==> config.mk <==
export PLATFORM = sky130hd
export DESIGN_NAME = fbrsc_ctrl
export DESIGN_NICKNAME = d
export VERILOG_FILES = /design/src/fbrsc_pkg.sv /design/src/fbrsc_ctrl.sv
export VERILOG_INCLUDE_DIRS = /design/src
export SDC_FILE = /design/constraint.sdc
export NUM_CORES = 1
export LEC_CHECK = 0
export BUFFER_PORTS_ARGS = -buffer_cell sky130_fd_sc_hd__buf_2
export CORE_MARGIN = 3
export CORE_UTILIZATION = 50
export CTS_BUF_LIST = sky130_fd_sc_hd__clkbuf_8 sky130_fd_sc_hd__clkbuf_16
export CTS_CLUSTER_SIZE = 12
export DETAILED_ROUTE_END_ITERATION = 10
export GPL_TIMING_DRIVEN = 0
export PLACE_DENSITY = 0.75
export SETUP_SLACK_MARGIN = 0.1
export SYNTH_ARGS = -nofsm -noshare
export SYNTH_HDL_FRONTEND = slang
export SYNTH_SLANG_ARGS = --single-unit
==> constraint.sdc <==
create_clock -name clock -period 2.7 [get_ports clock]
set_clock_uncertainty 0.1 [all_clocks]
set_input_delay 0.54 -clock clock [delete_from_list [all_inputs] [get_ports clock]]
set_output_delay 0.54 -clock clock [all_outputs]
set_load 0.01 [all_outputs]
==> src/fbrsc_cfg.svh <==
// Overview of operation
// RULE_01: flash pulls ready_busy_n low on erase/program, releases it when finished.
// RULE_02: ready_busy_n floats in suspend states and in deep power-down.
// RULE_03: ready_busy_n is valid always, regardless of chip and output enable.
// RULE_04: supply fault sets supply_error_bit plus program or erase error bit.
// RULE_05: reset during operation keeps busy low, then aborts into deep power-down.
// RULE_06: host treats aborted data as suspect and reissues the whole sequence.
// RULE_07: power-off or reset_powerdown_n low clears the flash status register.
// RULE_08: command_user_interface latches commands; supply, enable, engine activity leave it.
// RULE_09: command_user_interface starts in read-array mode at power-up and wake.
// RULE_10: host writes read-array after erase or program before reading the array.
// RULE_11: a command write happens only while write enable and chip enable are low.
// RULE_12: erase and program need a setup write followed by a confirm/data write.
// RULE_13: while reset_powerdown_n is low the flash ignores every other control input.
// RULE_14: host waits output delay before reads and write recovery before writes.
// RULE_15: chip enable selects one device; output enable follows the read strobe.
// RULE_16: reset_powerdown_n follows a supply_valid_flag that also toggles at reset; the code drives it from control bit 8 only, and reset holds it high.
// RULE_17: read-array command code is ff, written after the last erase/program.
// RULE_18: erase is setup 20 then confirm d0, both inside the target block.
// RULE_19: program is setup 40 or 10 then the data word at the location.
// RULE_20: read data is valid within 600 ns of reset_powerdown_n rising.
// RULE_21: status ready bit reads busy exactly while ready_busy_n is held low.
`ifndef FBRSC_CFG_SVH
`define FBRSC_CFG_SVH

// ----------------------------------------
// register map (byte offsets)
// ----------------------------------------
`define FBRSC_REG_CTRL 5'h00
`define FBRSC_REG_ADDR 5'h04
`define FBRSC_REG_WDATA 5'h08
`define FBRSC_REG_STAT 5'h0c
`define FBRSC_REG_RDATA 5'h10
`define FBRSC_CTRL_PD_BIT 8
`define FBRSC_STAT_BUSY_BIT 0
`define FBRSC_STAT_PIN_BIT 1
`define FBRSC_STAT_ABORT_BIT 2
`define FBRSC_STAT_DONE_BIT 3
`define FBRSC_STAT_FLASH_LSB 8

// ----------------------------------------
// operations started through the control register
// ----------------------------------------
`define FBRSC_OP_NONE 3'h0
`define FBRSC_OP_READ_ARRAY 3'h1
`define FBRSC_OP_ERASE 3'h2
`define FBRSC_OP_PROGRAM 3'h3
`define FBRSC_OP_READ 3'h4
`define FBRSC_OP_STATUS 3'h5
`define FBRSC_OP_CLEAR 3'h6

// ----------------------------------------
// flash command codes
// ----------------------------------------
`define FBRSC_CMD_READ_ARRAY 8'hff
`define FBRSC_CMD_ERASE_SETUP 8'h20
`define FBRSC_CMD_ERASE_CONFIRM 8'hd0
`define FBRSC_CMD_PROG_SETUP 8'h40
`define FBRSC_CMD_READ_STATUS 8'h70
`define FBRSC_CMD_CLEAR_STATUS 8'h50

// ----------------------------------------
// flash status bits
// ----------------------------------------
`define FBRSC_SR_READY_BIT 7
`define FBRSC_SR_ERASE_ERR_BIT 5
`define FBRSC_SR_PROG_ERR_BIT 4
`define FBRSC_SR_SUPPLY_ERR_BIT 3

// ----------------------------------------
// timing: times in ns, cycles derived
// ----------------------------------------
`define FBRSC_CLK_NS 20
`define FBRSC_T_WE_PULSE_NS 50
`define FBRSC_T_WE_HIGH_NS 30
`define FBRSC_T_ACCESS_NS 100
`define FBRSC_T_WE_TO_BUSY_NS 100
`define FBRSC_T_RESET_TO_OUTPUT_NS 600
`define FBRSC_T_RESET_TO_WRITE_NS 1000
`define FBRSC_CYC_UP(t) (((t) + `FBRSC_CLK_NS - 1) / `FBRSC_CLK_NS)
`define FBRSC_WE_PULSE_CYC `FBRSC_CYC_UP(`FBRSC_T_WE_PULSE_NS)
`define FBRSC_WE_HIGH_CYC `FBRSC_CYC_UP(`FBRSC_T_WE_HIGH_NS)
`define FBRSC_ACCESS_CYC `FBRSC_CYC_UP(`FBRSC_T_ACCESS_NS)
`define FBRSC_WE_TO_BUSY_CYC `FBRSC_CYC_UP(`FBRSC_T_WE_TO_BUSY_NS)
`define FBRSC_WAKE_READ_CYC `FBRSC_CYC_UP(`FBRSC_T_RESET_TO_OUTPUT_NS)
`define FBRSC_WAKE_WRITE_CYC `FBRSC_CYC_UP(`FBRSC_T_RESET_TO_WRITE_NS)

`endif

==> src/fbrsc_pkg.sv <==
package fbrsc_pkg;

	typedef enum logic [1:0] {
		FBRSC_K_END,
		FBRSC_K_WRITE,
		FBRSC_K_READ,
		FBRSC_K_WAIT
	} fbrsc_kind_t;

	typedef struct packed {
		fbrsc_kind_t kind;
		logic [15:0] data;
	} fbrsc_step_t;

	typedef enum logic [3:0] {
		FBRSC_S_IDLE,
		FBRSC_S_FETCH,
		FBRSC_S_WR_SETUP,
		FBRSC_S_WR_PULSE,
		FBRSC_S_WR_HOLD,
		FBRSC_S_RD,
		FBRSC_S_BUSY_DLY,
		FBRSC_S_BUSY_WAIT,
		FBRSC_S_PD,
		FBRSC_S_WAKE
	} fbrsc_state_t;

	typedef struct packed {
		logic ce_n;
		logic oe_n;
		logic we_n;
		logic reset_powerdown_n;
		logic dq_oe;
		logic [18:0] addr;
		logic [15:0] dq_out;
	} fbrsc_pins_t;

endpackage

==> src/fbrsc_ctrl.sv <==
// Added by the designer: the Avalon-MM register port and the register addresses.
`timescale 1ns/1ps
`default_nettype none
`include "fbrsc_cfg.svh"

module fbrsc_ctrl (
	input wire logic clock,
	input wire logic reset,
	input wire logic clk_en,
	input wire logic [4:0] avs_address,
	input wire logic avs_read,
	input wire logic avs_write,
	input wire logic [31:0] avs_writedata,
	output logic [31:0] avs_readdata,
	output logic avs_waitrequest,
	output fbrsc_pkg::fbrsc_pins_t flash_pins,
	input wire logic [15:0] dq_in,
	input wire logic ready_busy_n
);

	// ----------------------------------------
	// command sequences
	// ----------------------------------------
	function automatic fbrsc_pkg::fbrsc_step_t step_of(input logic [2:0] op,
			input logic [2:0] idx, input logic [15:0] wd);
		fbrsc_pkg::fbrsc_step_t s;
		s.kind = fbrsc_pkg::FBRSC_K_END;
		s.data = 16'h0000;
		case (op)
		`FBRSC_OP_ERASE, `FBRSC_OP_PROGRAM: begin
			case (idx)
			3'h0: begin
				s.kind = fbrsc_pkg::FBRSC_K_WRITE;
				s.data = {8'h00, (op == `FBRSC_OP_ERASE) ? `FBRSC_CMD_ERASE_SETUP
					: `FBRSC_CMD_PROG_SETUP}; // RULE_18 RULE_19
			end
			3'h1: begin
				// second cycle of the two-step sequence
				s.kind = fbrsc_pkg::FBRSC_K_WRITE; // RULE_12
				s.data = (op == `FBRSC_OP_ERASE) ? {8'h00, `FBRSC_CMD_ERASE_CONFIRM} : wd;
			end
			3'h2: s.kind = fbrsc_pkg::FBRSC_K_WAIT;
			3'h3: begin
				s.kind = fbrsc_pkg::FBRSC_K_WRITE;
				s.data = {8'h00, `FBRSC_CMD_READ_STATUS};
			end
			3'h4: s.kind = fbrsc_pkg::FBRSC_K_READ;
			3'h5: begin
				s.kind = fbrsc_pkg::FBRSC_K_WRITE; // RULE_10
				s.data = {8'h00, `FBRSC_CMD_READ_ARRAY}; // RULE_17
			end
			default: s.kind = fbrsc_pkg::FBRSC_K_END;
			endcase
		end
		`FBRSC_OP_STATUS: begin
			case (idx)
			3'h0: begin
				s.kind = fbrsc_pkg::FBRSC_K_WRITE;
				s.data = {8'h00, `FBRSC_CMD_READ_STATUS};
			end
			3'h1: s.kind = fbrsc_pkg::FBRSC_K_READ;
			3'h2: begin
				s.kind = fbrsc_pkg::FBRSC_K_WRITE;
				s.data = {8'h00, `FBRSC_CMD_READ_ARRAY};
			end
			default: s.kind = fbrsc_pkg::FBRSC_K_END;
			endcase
		end
		`FBRSC_OP_READ: begin
			if (idx == 3'h0) begin
				s.kind = fbrsc_pkg::FBRSC_K_READ;
			end
		end
		`FBRSC_OP_READ_ARRAY, `FBRSC_OP_CLEAR: begin
			if (idx == 3'h0) begin
				s.kind = fbrsc_pkg::FBRSC_K_WRITE;
				s.data = {8'h00, (op == `FBRSC_OP_CLEAR) ? `FBRSC_CMD_CLEAR_STATUS
					: `FBRSC_CMD_READ_ARRAY};
			end
		end
		default: s.kind = fbrsc_pkg::FBRSC_K_END;
		endcase
		return s;
	endfunction

	// ----------------------------------------
	// state
	// ----------------------------------------
	fbrsc_pkg::fbrsc_state_t state_q, state_d;
	fbrsc_pkg::fbrsc_pins_t pins_q, pins_d;
	logic [5:0] cnt_q, cnt_d;
	logic [2:0] idx_q, idx_d;
	logic [2:0] op_q, op_d;
	logic [18:0] addr_q, addr_d;
	logic [15:0] wdata_q, wdata_d;
	logic [15:0] rdata_q, rdata_d;
	logic [7:0] fstat_q, fstat_d;
	logic pd_q, pd_d;
	logic abort_q, abort_d;
	logic done_q, done_d;
	logic av_wait_q, av_wait_d;
	logic [31:0] av_rdata_q, av_rdata_d;

	// ----------------------------------------
	// bus decode
	// ----------------------------------------
	wire logic av_take = (avs_read | avs_write) & av_wait_q;
	wire logic av_wr = avs_write & ~av_wait_q;
	wire logic sel_ctrl = (avs_address == `FBRSC_REG_CTRL);
	wire logic sel_addr = (avs_address == `FBRSC_REG_ADDR);
	wire logic sel_wdata = (avs_address == `FBRSC_REG_WDATA);
	wire logic idle = (state_q == fbrsc_pkg::FBRSC_S_IDLE);
	wire logic active = ~idle & (state_q != fbrsc_pkg::FBRSC_S_PD)
		& (state_q != fbrsc_pkg::FBRSC_S_WAKE);
	wire fbrsc_pkg::fbrsc_step_t cur = step_of(op_q, idx_q, wdata_q);
	wire logic [31:0] stat_word = {16'h0000, fstat_q, 4'h0, done_q, abort_q,
		ready_busy_n, ~idle}; // RULE_03
	wire logic [31:0] rd_mux = sel_ctrl ? {23'h000000, pd_q, 5'h00, op_q}
		: sel_addr ? {13'h0000, addr_q}
		: sel_wdata ? {16'h0000, wdata_q}
		: (avs_address == `FBRSC_REG_STAT) ? stat_word
		: (avs_address == `FBRSC_REG_RDATA) ? {16'h0000, rdata_q}
		: 32'h00000000;
	wire logic start = av_wr & sel_ctrl & idle & ~pd_q
		& (avs_writedata[2:0] != `FBRSC_OP_NONE);

	// ----------------------------------------
	// next state
	// ----------------------------------------
	always_comb begin
		state_d = state_q;
		pins_d = pins_q;
		cnt_d = cnt_q;
		idx_d = idx_q;
		op_d = op_q;
		addr_d = addr_q;
		wdata_d = wdata_q;
		rdata_d = rdata_q;
		fstat_d = fstat_q;
		pd_d = pd_q;
		abort_d = abort_q;
		done_d = done_q;
		av_wait_d = ~av_take;
		av_rdata_d = av_take ? rd_mux : av_rdata_q;
		if (av_wr & sel_ctrl) begin
			pd_d = avs_writedata[`FBRSC_CTRL_PD_BIT]; // RULE_16
		end
		if (av_wr & sel_addr & idle) begin
			addr_d = avs_writedata[18:0];
		end
		if (av_wr & sel_wdata & idle) begin
			wdata_d = avs_writedata[15:0];
		end
		if (start) begin
			op_d = avs_writedata[2:0];
			idx_d = 3'h0;
			abort_d = 1'b0;
			done_d = 1'b0;
			state_d = fbrsc_pkg::FBRSC_S_FETCH;
		end
		case (state_q)
		fbrsc_pkg::FBRSC_S_IDLE: begin
			pins_d.ce_n = 1'b1;
			pins_d.oe_n = 1'b1;
			pins_d.we_n = 1'b1;
			pins_d.dq_oe = 1'b0;
		end
		fbrsc_pkg::FBRSC_S_FETCH: begin
			pins_d.addr = addr_q;
			case (cur.kind)
			fbrsc_pkg::FBRSC_K_WRITE: begin
				pins_d.ce_n = 1'b0; // RULE_15
				pins_d.dq_out = cur.data;
				state_d = fbrsc_pkg::FBRSC_S_WR_SETUP;
			end
			fbrsc_pkg::FBRSC_K_READ: begin
				pins_d.ce_n = 1'b0;
				pins_d.oe_n = 1'b0;
				cnt_d = 6'(`FBRSC_ACCESS_CYC);
				state_d = fbrsc_pkg::FBRSC_S_RD;
			end
			fbrsc_pkg::FBRSC_K_WAIT: begin
				cnt_d = 6'(`FBRSC_WE_TO_BUSY_CYC);
				state_d = fbrsc_pkg::FBRSC_S_BUSY_DLY;
			end
			default: begin
				done_d = 1'b1;
				state_d = fbrsc_pkg::FBRSC_S_IDLE;
			end
			endcase
		end
		fbrsc_pkg::FBRSC_S_WR_SETUP: begin
			pins_d.we_n = 1'b0; // RULE_11
			pins_d.dq_oe = 1'b1;
			cnt_d = 6'(`FBRSC_WE_PULSE_CYC);
			state_d = fbrsc_pkg::FBRSC_S_WR_PULSE;
		end
		fbrsc_pkg::FBRSC_S_WR_PULSE: begin
			cnt_d = cnt_q - 6'h01;
			if (cnt_q == 6'h00) begin
				pins_d.we_n = 1'b1;
				cnt_d = 6'(`FBRSC_WE_HIGH_CYC);
				state_d = fbrsc_pkg::FBRSC_S_WR_HOLD;
			end
		end
		fbrsc_pkg::FBRSC_S_WR_HOLD: begin
			cnt_d = cnt_q - 6'h01;
			if (cnt_q == 6'h00) begin
				pins_d.ce_n = 1'b1;
				pins_d.dq_oe = 1'b0;
				idx_d = idx_q + 3'h1;
				state_d = fbrsc_pkg::FBRSC_S_FETCH;
			end
		end
		fbrsc_pkg::FBRSC_S_RD: begin
			cnt_d = cnt_q - 6'h01;
			if (cnt_q == 6'h00) begin
				pins_d.ce_n = 1'b1;
				pins_d.oe_n = 1'b1;
				if (op_q == `FBRSC_OP_READ) begin
					rdata_d = dq_in;
				end else begin
					fstat_d = dq_in[7:0]; // RULE_04 RULE_21
				end
				idx_d = idx_q + 3'h1;
				state_d = fbrsc_pkg::FBRSC_S_FETCH;
			end
		end
		fbrsc_pkg::FBRSC_S_BUSY_DLY: begin
			cnt_d = cnt_q - 6'h01;
			if (cnt_q == 6'h00) begin
				state_d = fbrsc_pkg::FBRSC_S_BUSY_WAIT;
			end
		end
		fbrsc_pkg::FBRSC_S_BUSY_WAIT: begin
			// pin is watched with chip enable high
			if (ready_busy_n) begin // RULE_01 RULE_02 RULE_03
				idx_d = idx_q + 3'h1;
				state_d = fbrsc_pkg::FBRSC_S_FETCH;
			end
		end
		fbrsc_pkg::FBRSC_S_PD: begin
			if (~pd_q) begin
				pins_d.reset_powerdown_n = 1'b1;
				cnt_d = 6'(`FBRSC_WAKE_WRITE_CYC); // RULE_14 RULE_20
				state_d = fbrsc_pkg::FBRSC_S_WAKE;
			end
		end
		fbrsc_pkg::FBRSC_S_WAKE: begin
			// flash wakes in read-array mode, no command needed
			cnt_d = cnt_q - 6'h01;
			if (cnt_q == 6'h00) begin
				state_d = fbrsc_pkg::FBRSC_S_IDLE; // RULE_09 RULE_14
			end
		end
		default: state_d = fbrsc_pkg::FBRSC_S_IDLE;
		endcase
		if (pd_q & (state_q != fbrsc_pkg::FBRSC_S_PD)) begin
			pins_d.reset_powerdown_n = 1'b0;
			pins_d.ce_n = 1'b1; // RULE_13
			pins_d.oe_n = 1'b1;
			pins_d.we_n = 1'b1;
			pins_d.dq_oe = 1'b0;
			fstat_d = 8'h00; // RULE_07
			abort_d = abort_q | active; // RULE_05 RULE_06
			state_d = fbrsc_pkg::FBRSC_S_PD;
		end
	end

	// ----------------------------------------
	// registers
	// ----------------------------------------
	always_ff @(posedge clock) begin
		if (reset) begin
			state_q <= fbrsc_pkg::FBRSC_S_IDLE;
			pins_q <= '{ce_n: 1'b1, oe_n: 1'b1, we_n: 1'b1, reset_powerdown_n: 1'b1,
				dq_oe: 1'b0, addr: 19'h00000, dq_out: 16'h0000};
			{cnt_q, idx_q, op_q, addr_q, wdata_q, rdata_q, fstat_q} <= '0;
			{pd_q, abort_q, done_q} <= 3'h0;
			av_wait_q <= 1'b1;
			av_rdata_q <= 32'h00000000;
		end else if (clk_en) begin
			state_q <= state_d;
			pins_q <= pins_d;
			{cnt_q, idx_q, op_q, addr_q, wdata_q, rdata_q, fstat_q} <=
				{cnt_d, idx_d, op_d, addr_d, wdata_d, rdata_d, fstat_d};
			{pd_q, abort_q, done_q} <= {pd_d, abort_d, done_d};
			av_wait_q <= av_wait_d;
			av_rdata_q <= av_rdata_d;
		end
	end

	assign avs_readdata = av_rdata_q;
	assign avs_waitrequest = av_wait_q;
	assign flash_pins = pins_q;

endmodule
`default_nettype wire

==> flow_metrics.py, run 1 <==
metrics = {
    "run_status": {
        "status": "complete, no violations",
    },
    "die": {
        "initial_core_util_pct": 51.5,
        "placementRows": 41,
        "design.core.area_um2": 12700,
        "die_w_um": 120,
        "io_pins": 132,
        "die_y_um": 120,
        "die-area_um2": 14500,
    },
    "clock_tree": {
        "htreeDepth": 4,
        "ctsLongestPathBuffers": 2,
        "clock_latency_ns": 0.43,
        "cts_root_buf": "clkbuf_16",
        "cts.sinks": 138,
        "holdBufCountCts": 0,
        "cts_tree": "done",
        "clk_pin_slew_worst_paths_ns": 0.06,
        "numCtsBuffers": 17,
    },
    "pwr": {
        "p_int_mw": 3.51,
        "seqPwrFrac_pct": 44.9,
        "clockPowerShare_pct": 50.6,
        "switching_power_mw": 1.06,
        "combPwrFrac_pct": 4.5,
        "vdd_drop_max_v": 0.000366,
        "p_leak_nw": 3.34,
        "swShare_pct": 23.2,
        "power_density_nw_per_um2": 561,
    },
    "worst_setup_path": {
        "path_cells": "clkbuf_4, or3b_2, o2bb2ai_4, a21oi_4, ha_4, o211a_1, or2_2, a21oi_1, o21ai_0",
        "critPathCaptureType": "register",
        "cpMaxStageDelayCell": "or3b_2",
        "cp-start-kind": "register",
        "required_ns": 2.88,
        "critical_path_class": "register to register",
        "path_max_fanout": 10,
        "slowest_delay_ns": 0.51,
        "arrival_ns": 2.67,
    },
    "run": {
        "max-cap-violations": 0,
    },
    "cells_and_area": {
        "layout-drive-gt1-share_pct": 23.7,
        "multiInputGateArea_um2": 3520,
        "fillers": 1171,
        "final_common_cell": "dfxtp_1",
        "seqCellArea_um2": 2770,
        "layout_common_cells": "134 x dfxtp_1, 121 x nand2_1, 113 x buf_2",
        "num-nets-final": 992,
        "syn_to_final_growth_pct": 24.3,
    },
    "placement": {
        "gp_congestion": 0.921,
        "portBuffers": 103,
        "dpl_worst_slack_ns": -0.594,
        "dpl.hpwl_um": 14700,
    },
    "detailed_routing": {
        "drtAntennaViolNets": 0,
        "dr.pass1.iters": 5,
        "remaining_drc_errors": 0,
        "finalWirelength_um": 20200,
        "wl_per_cell_um": 18.2,
        "drtIter0Drc": 612,
        "vias_per_cell": 5.75,
        "via_count": 6364,
    },
    "logic_synthesis": {
        "syn_area_per_cell_um2": 8.40,
        "synth_edf_count": 0,
        "synthArstFlopShare_pct": 0,
        "synth_flop_cell": "dfxtp_1",
        "yosysSeqAreaShare_pct": 42.2,
        "synthCells": 780,
        "syn-cell-area_um2": 6550,
        "yosys_register_bits": 138,
        "synth_cell_type_count": 74,
        "yosys_warnings": 0,
    },
    "timing": {
        "finalSetupViolations": 0,
        "hold-worst-slack_ns": 0.239,
        "layout_setup_ws_ns": 0.212,
        "drv_slew": 0,
        "setup_tns_ns": 0,
        "tightest_slew_ns": 1.06,
        "slew_headroom_pct": 28.7,
        "rsz0062_at_grt": "yes",
        "finalCriticalPeriod_ns": 2.49,
        "finalCritPeriodShare_pct": 92.1,
        "hold_viol": 0,
        "fmax_mhz": 402,
    },
    "grt": {
        "grt_pass1_wl_um": 31500,
        "antenna_found_initial": 0,
        "grt_pass1_vias": 6010,
        "grt_usage_pct": 27.8,
        "grt_max_degree": 17,
        "grt_overflow": 0,
    },
    "worst_hold_path": {
        "hp-class": "input pin to register",
    },
}
## power by group through the flow
stage / registers [mW] / logic [mW] / clock network [mW]
2_1_floorplan: 2.10 / 0.102 / 0
3_3_place_gp: 2.09 / 0.199 / 0
3_5_place_dp: 2.10 / 0.200 / 0
4_1_cts: 2.05 / 0.202 / 2.29
5_1_grt: 2.05 / 0.221 / 2.40
6_report: 2.05 / 0.206 / 2.31
## synthesized netlist by cell type (5+ instances only)
library cell | n | area share, %
nor2_1 | 71 | 4.1
buf_4 | 17 | 1.9
a32o_1 | 10 | 1.5
nand2_1 | 122 | 7.0
ha_1 | 11 | 2.1
a22o_1 | 8 | 1.1
nor2b_1 | 5 | 0.48
a221o_1 | 6 | 0.92
a22oi_1 | 16 | 1.8
and3_1 | 6 | 0.57
inv_1 | 18 | 1.0
clkbuf_1 | 31 | 1.8
mux2i_1 | 37 | 5.7
a211oi_1 | 5 | 0.57
nand3_1 | 17 | 1.3
o211ai_1 | 5 | 0.57
nor3_1 | 9 | 0.69
nand2b_1 | 16 | 1.5
o31ai_1 | 6 | 0.69
dfxtp_1 | 138 | 42
nor4_1 | 5 | 0.48
o21ai_0 | 24 | 1.8
a21oi_1 | 95 | 7.3
buf_2 | 12 | 0.92
## metrics by stage
step | total power, mW | util [%] | cell area [µm²] | instances
floorplan | 2.20 | - | 6600 | 792
global placement | 2.29 | 57.6 | 7330 | 1067
detailed placement | 2.29 | 57.6 | 7330 | 1067
CTS | 4.55 | 63.1 | 8030 | 1102
global route | 4.67 | 64.0 | 8140 | 1106
finish | 4.56 | 64.0 | 8140 | 1107
## final timing paths
check	start	slack [ns]	cells past startpoint	endpoint
max	op_q[0]	0.21	9	flash_pins[38]
min	dq_in[8]	0.24	3	rdata_q[8]
max reg2reg	op_q[0]	0.21	9	flash_pins[38]
min reg2reg	flash_pins[0]	0.35	2	flash_pins[0]
## cell families (layout without fill, tap and decap cells)
family / after synthesis / after routing / share of synthesized area [%]
fa+ha+maj: 11 / 11 / 2.10
other cells: 1 / 14 / 0.0572
buf+inv: 85 / 227 / 6.70
xor+xnor: 2 / 2 / 0.267
compound gates: 212 / 212 / 21.2
mux: 37 / 37 / 5.65
flops: 138 / 138 / 42.2
simple gates: 294 / 294 / 21.9
## critical path: cells and delay by family, from the launching register on
family	cells	cell delay (ns)
flops	1	0.31
compound gates	5	0.72
buf+inv	1	0.20
simple gates	2	0.78
fa+ha+maj	1	0.21
## sequential cells by signal, summed over array words and instances, names as in the netlist
| signal | cells |
|---|---|
| addr_q | 19 |
| flash_pins | 40 |
| op_q | 3 |
| avs_waitrequest | 1 |
| cnt_q | 6 |
| avs_readdata | 19 |
| abort_q | 1 |
| done_q | 1 |
| pd_q | 1 |
| fstat_q | 8 |
| rdata_q | 16 |
| wdata_q | 16 |
| state_q | 4 |
| idx_q | 3 |
## area by class of cell
class                   count  share of cell area (%)
clock buffers              19                    5.56
clock inverters            12                    1.54
plain buffers              66                    4.85
diodes                      1                  0.0307
multi-input cells         569                    43.2
inverters                  18                   0.830
repair buffers            112                    7.31
well taps                 172                    2.64
flip-flops and latches    138                    34.0
## layer usage
| layer | up-vias | GRT usage, % | routed length [µm] |
|---|---|---|---|
| li1 | 3039 | - | - |
| met1 | 2977 | 38.9 | 8950 |
| met2 | 298 | 41.9 | 8930 |
| met3 | 50 | 5.66 | 1740 |
| met4 | 0 | 11.5 | 575 |
| met5 | - | 0 | 0 |
## timing repair
action,CTS,global route
pin swaps,3,4
buffers inserted,5,4
setup endpoints to repair,24,36
resized for setup,22,22
No activity file was read; power rests on OpenSTA's default activity.
==> run 2, diff against run 1 <==
- PLACE_DENSITY: 0.75 -> 0.79
==> run 2 against run 1 <==
  * Critical path depth up 3
  * Combinational power about the same
  * Power is 1.1% lower
  * Clock-buffer cell count down 2
  * Design area fell by 0.22%
  * Largest cell class unchanged
  * Highest routed layer is now met5
==> flow_metrics.py, run 2 (synthesis results as in run 1) <==
metrics = {
    "timing": {
        "finalCritPeriodShare_pct": 94.6,
        "slew_headroom_pct": 27.4,
        "fmax_mhz": 391,
        "hold_viol": 0,
        "finalSetupViolations": 0,
        "finalCriticalPeriod_ns": 2.56,
        "tightest_slew_ns": 1.08,
        "drv_slew": 0,
        "rsz0062_at_grt": "yes",
    },
    "placement": {
        "gp_congestion": 0.997,
        "portBuffers": 103,
        "dpl.hpwl_um": 14400,
    },
    "detailed_routing": {
        "vias_per_cell": 5.88,
        "via_count": 6509,
        "drtAntennaViolNets": 0,
        "wl_per_cell_um": 18.1,
        "drtIter0Drc": 674,
        "dr.pass1.iters": 6,
        "finalWirelength_um": 20000,
        "remaining_drc_errors": 0,
    },
    "clock_tree": {
        "htreeDepth": 4,
        "ctsLongestPathBuffers": 2,
        "cts.sinks": 138,
        "cts_tree": "done",
        "cts_root_buf": "clkbuf_16",
        "clock_latency_ns": 0.43,
        "holdBufCountCts": 0,
        "clk_pin_slew_worst_paths_ns": 0.07,
        "numCtsBuffers": 17,
    },
    "die": {
        "io_pins": 132,
        "die_y_um": 120,
        "die-area_um2": 14500,
        "placementRows": 41,
        "initial_core_util_pct": 51.5,
        "die_w_um": 120,
        "design.core.area_um2": 12700,
    },
    "grt": {
        "grt_max_degree": 17,
        "grt_pass1_vias": 5918,
        "grt_pass1_wl_um": 31000,
        "grt_overflow": 0,
        "antenna_found_initial": 1,
        "grt_usage_pct": 27.2,
    },
    "worst_setup_path": {
        "path_max_fanout": 8,
        "timing.rr.end": "flash_pins[38]",
        "reg2reg_slack_ns": 0.14,
        "critPathCaptureType": "register",
        "r2r_start": "idx_q[1]",
        "critical_path_class": "register to register",
        "required_ns": 2.87,
        "arrival_ns": 2.73,
        "cp-start-kind": "register",
        "reg2reg_depth": 12,
    },
    "cells_and_area": {
        "seqCellArea_um2": 2770,
        "multiInputGateArea_um2": 3520,
        "layout-drive-gt1-share_pct": 23.9,
        "final_common_cell": "dfxtp_1",
        "layout_common_cells": "135 x dfxtp_1, 121 x nand2_1, 113 x buf_2",
        "utilization_pct": 63.9,
        "largest_reg_flops": 40,
        "num-nets-final": 992,
        "syn_to_final_growth_pct": 24.0,
        "antennaDiodeCount": 0,
        "fillers": 1087,
    },
    "pwr": {
        "p_leak_nw": 3.34,
        "finalPower_mw": 4.52,
        "vdd_drop_max_v": 0.000426,
        "power_density_nw_per_um2": 556,
    },
    "run": {
        "max-cap-violations": 0,
    },
    "worst_hold_path": {
        "holdPathEnd": "rdata_q[14]",
        "hp-class": "input pin to register",
        "hold-path-cell-count": 3,
        "holdCritStartpoint": "dq_in[14]",
    },
    "run_status": {
        "status": "complete, no violations",
    },
}
[run 2: cell count changes in the layout (fill, tap and decap cells not counted), sizes merged]
cell,previous run,this run
inv,22,27
diode,1,0
clkinv,5,6
clkbuf,49,47
bufinv,2,0
clkinvlp,1,0
[run 2: how the worst max path moves through the flow]
stage	slack [ns]	end	from
finish	0.14	flash_pins[38]	idx_q[1]
global route	0.02	flash_pins[38]	idx_q[1]
CTS	0.09	flash_pins[38]	idx_q[0]
detailed placement	-0.60	flash_pins[13]	idx_q[0]
global placement	-0.48	flash_pins[10]	idx_q[0]
floorplan	0.18	cnt_q[5]	state_q[0]
[run 2: layout make-up]
cell class | instances | area share, %
plain buffers | 67 | 4.87
clock inverters | 15 | 1.86
repair buffers | 111 | 7.17
multi-input cells | 569 | 43.3
well taps | 172 | 2.65
flip-flops and latches | 138 | 34.1
clock buffers | 17 | 5.23
inverters | 18 | 0.831
[run 2: metrics by stage]
stage / hold slack [ns] / TNS (ns) / worst slack, ns / cell area, µm² / std cells
CTS: 0.236 / 0 / 0.0899 / 8030 / 1104
detailed placement: 0.343 / -10.65 / -0.599 / 7330 / 1067
global route: 0.240 / 0 / 0.0222 / 8130 / 1107
floorplan: 0.340 / 0 / 0.183 / 6600 / 792
finish: 0.243 / 0 / 0.145 / 8130 / 1107
global placement: 0.337 / -9.02 / -0.482 / 7330 / 1067
[run 2: routing by layer]
| metal | part of all wire (%) | vias to the layer above | GRT usage (%) |
|---|---|---|---|
| li1 | - | 3045 | - |
| met1 | 42 | 3053 | 35.9 |
| met2 | 45 | 355 | 41.1 |
| met3 | 9.5 | 54 | 8.09 |
| met4 | 3.1 | 2 | 12.7 |
| met5 | 0.035 | - | 0 |
[run 2: worst max-delay path: stages, from the launching register on]
cell and delay [ns]:
dfxtp_4 0.37, inv_1 0.07, ha_1 0.19, buf_4 0.17
mux2i_1 0.15, nor2b_1 0.10, nor2_2 0.24, inv_2 0.09
ha_4 0.20, o211a_1 0.23, or2_2 0.27, a21oi_1 0.14
o21ai_0 0.10
[run 2: timing repair]
| item | CTS | global route |
|---|---|---|
| gates resized for setup | 23 | 22 |
| setup buffers | 5 | 3 |
| pin swaps | 3 | 4 |
| endpoints found under the setup margin | 24 | 33 |
| endpoints found under the hold margin | 0 | 0 |
[run 2: power by group]
group	internal [mW]	switching, mW
logic	0.0667	0.140
registers	2.04	0.00654
clock network	1.23	1.03
total	3.34	1.18
==> run 3, diff against run 2 <==
- CORE_UTILIZATION: 50 -> 55
- PLACE_DENSITY: 0.79 -> 0.82
- clock period: 2.7 -> 2.9 ns (I/O delays scaled with it)
==> run 3 against run 2 <==
  * Via count decreased by 1.3%
  * Flip-flop and latch count unchanged
  * Largest power group unchanged
  * First-iteration DRC count is 4.2% lower
  * Utilization up 5.6 points
  * Sequential power down 7%
  * Non-clock buffer count decreased by 6
  * Register-to-register slack improved by 0.05 ns
  * Clock power is essentially flat
  * Critical path depth is 2 lower
  * Largest cell class unchanged
  * Critical path type unchanged
  * Sequential share of layout area rose by 0.45 points
==> flow_metrics.py, run 3 (synthesis results as in run 1) <==
metrics = {
    "run_status": {
        "status": "complete, no violations",
    },
    "pwr": {
        "clockPowerShare_pct": 51.8,
        "p_leak_nw": 3.29,
        "switching_power_mw": 0.948,
        "combPwrFrac_pct": 4.3,
        "vdd_drop_max_v": 0.000521,
        "finalPower_mw": 4.35,
        "p_int_mw": 3.40,
        "power_density_nw_per_um2": 543,
        "swShare_pct": 21.8,
        "seqPwrFrac_pct": 43.9,
    },
    "worst_setup_path": {
        "path_max_fanout": 10,
        "path_cells": "buf_2, or3b_2, o2bb2ai_2, a21oi_2, inv_1, ha_1, nand3_2, clkbuf_4, a22oi_1, nor2_1",
        "cp-start-kind": "register",
        "critical_path_class": "register to register",
        "cpMaxStageDelayCell": "or3b_2",
        "slowest_delay_ns": 0.51,
        "arrival_ns": 2.90,
        "critPathCaptureType": "register",
        "required_ns": 3.10,
    },
    "detailed_routing": {
        "drtAntennaViolNets": 0,
        "remaining_drc_errors": 0,
        "drtIter0Drc": 646,
        "dr.pass1.iters": 6,
        "vias_per_cell": 5.99,
        "via_count": 6424,
        "finalWirelength_um": 19600,
        "wl_per_cell_um": 18.2,
    },
    "cells_and_area": {
        "multiInputGateArea_um2": 3460,
        "layout-drive-gt1-share_pct": 22.1,
        "seqCellArea_um2": 2760,
        "num-nets-final": 986,
        "fillers": 917,
        "syn_to_final_growth_pct": 22.2,
        "layout_common_cells": "137 x dfxtp_1, 121 x nand2_1, 115 x buf_2",
        "final_common_cell": "dfxtp_1",
        "largest_reg_flops": 40,
    },
    "grt": {
        "grt_max_degree": 17,
        "grt_pass1_wl_um": 30400,
        "grt_pass1_vias": 5924,
        "antenna_found_initial": 1,
        "grt_usage_pct": 29.5,
        "grt_overflow": 0,
    },
    "clock_tree": {
        "cts_tree": "done",
        "clock_latency_ns": 0.43,
        "htreeDepth": 4,
        "ctsLongestPathBuffers": 2,
        "cts_root_buf": "clkbuf_16",
        "cts.sinks": 138,
        "clk_pin_slew_worst_paths_ns": 0.06,
        "holdBufCountCts": 0,
        "numCtsBuffers": 17,
    },
    "timing": {
        "drv_slew": 0,
        "rsz0062_at_grt": "no",
        "setup_tns_ns": 0,
        "hold-worst-slack_ns": 0.282,
        "finalSetupViolations": 0,
        "fmax_mhz": 369,
        "slew_headroom_pct": 28.0,
        "hold_viol": 0,
        "finalCriticalPeriod_ns": 2.71,
        "tightest_slew_ns": 1.06,
        "finalCritPeriodShare_pct": 93.3,
    },
    "die": {
        "io_pins": 132,
        "die_y_um": 115,
        "design.core.area_um2": 11500,
        "die-area_um2": 13300,
        "die_w_um": 115,
        "placementRows": 39,
        "initial_core_util_pct": 56.9,
    },
    "placement": {
        "portBuffers": 103,
        "dpl.hpwl_um": 14300,
        "gp_congestion": 0.949,
    },
    "run": {
        "max-cap-violations": 0,
    },
    "worst_hold_path": {
        "hp-class": "input pin to register",
    },
}
## run 3: changes by cell type in the layout (fill, tap and decap cells not counted), sizes merged
cell | previous run | this run
clkinvlp | 0 | 3
inv | 27 | 19
clkbuf | 47 | 50
buf | 148 | 143
diode | 0 | 1
clkinv | 6 | 4
bufinv | 0 | 3
## run 3: power groups by stage
stage,Sequential [mW],Clock [mW],Combinational (mW)
floorplan,1.95,0,0.0945
global placement,1.95,0,0.180
detailed placement,1.95,0,0.180
CTS,1.91,2.26,0.182
global route,1.91,2.36,0.202
finish,1.91,2.25,0.189
## run 3: path summary, 6_finish.rpt
path                                startpoint        endpoint  slack [ns]  depth (start not counted)
worst max-delay path                   op_q[0]  flash_pins[15]        0.19                         10
worst max register to register         op_q[0]  flash_pins[15]        0.19                         10
worst min register to register  flash_pins[28]  flash_pins[28]        0.35                          2
worst min-delay path                 dq_in[14]     rdata_q[14]        0.28                          3
## run 3: layer usage
| layer | wire (µm) | track usage, % |
|---|---|---|
| met5 | 0 | 0 |
| met4 | 689 | 11.4 |
| met3 | 1860 | 7.84 |
| met2 | 9110 | 46.4 |
| met1 | 7920 | 38.8 |
## run 3: timing repair
| action | CTS | global route |
|---|---|---|
| pin swaps | 0 | 3 |
| resized for setup | 7 | 15 |
| setup buffers | 0 | 3 |
| endpoints found under the setup margin | 23 | 24 |
## run 3: cell type report
cell class,instances,area share [%]
sequential,138,34.5
timing repair buffer,106,6.72
multi-input combinational,569,43.2
inverter,18,0.844
clock inverter,11,1.80
clock buffer,21,6.00
tap,143,2.23
antenna,1,0.0313
buffer,66,4.69
## run 3: worst max-delay path: cells and delay by family (launching register included)
kind | cells | cell delay, ns
simple gates | 3 | 0.80
buf+inv | 3 | 0.64
flops | 1 | 0.30
fa+ha+maj | 1 | 0.19
compound gates | 3 | 0.55
## run 3: stage by stage
step,area (µm²),cells,setup slack (ns),utilization (%)
5_1_grt,8000,1072,0.0794,69.5
4_1_cts,7940,1070,0.115,69.0
3_5_place_dp,7290,1038,-0.202,63.3
6_report,8010,1073,0.194,69.5
2_1_floorplan,6600,792,0.383,-
3_3_place_gp,7290,1038,-0.224,63.3
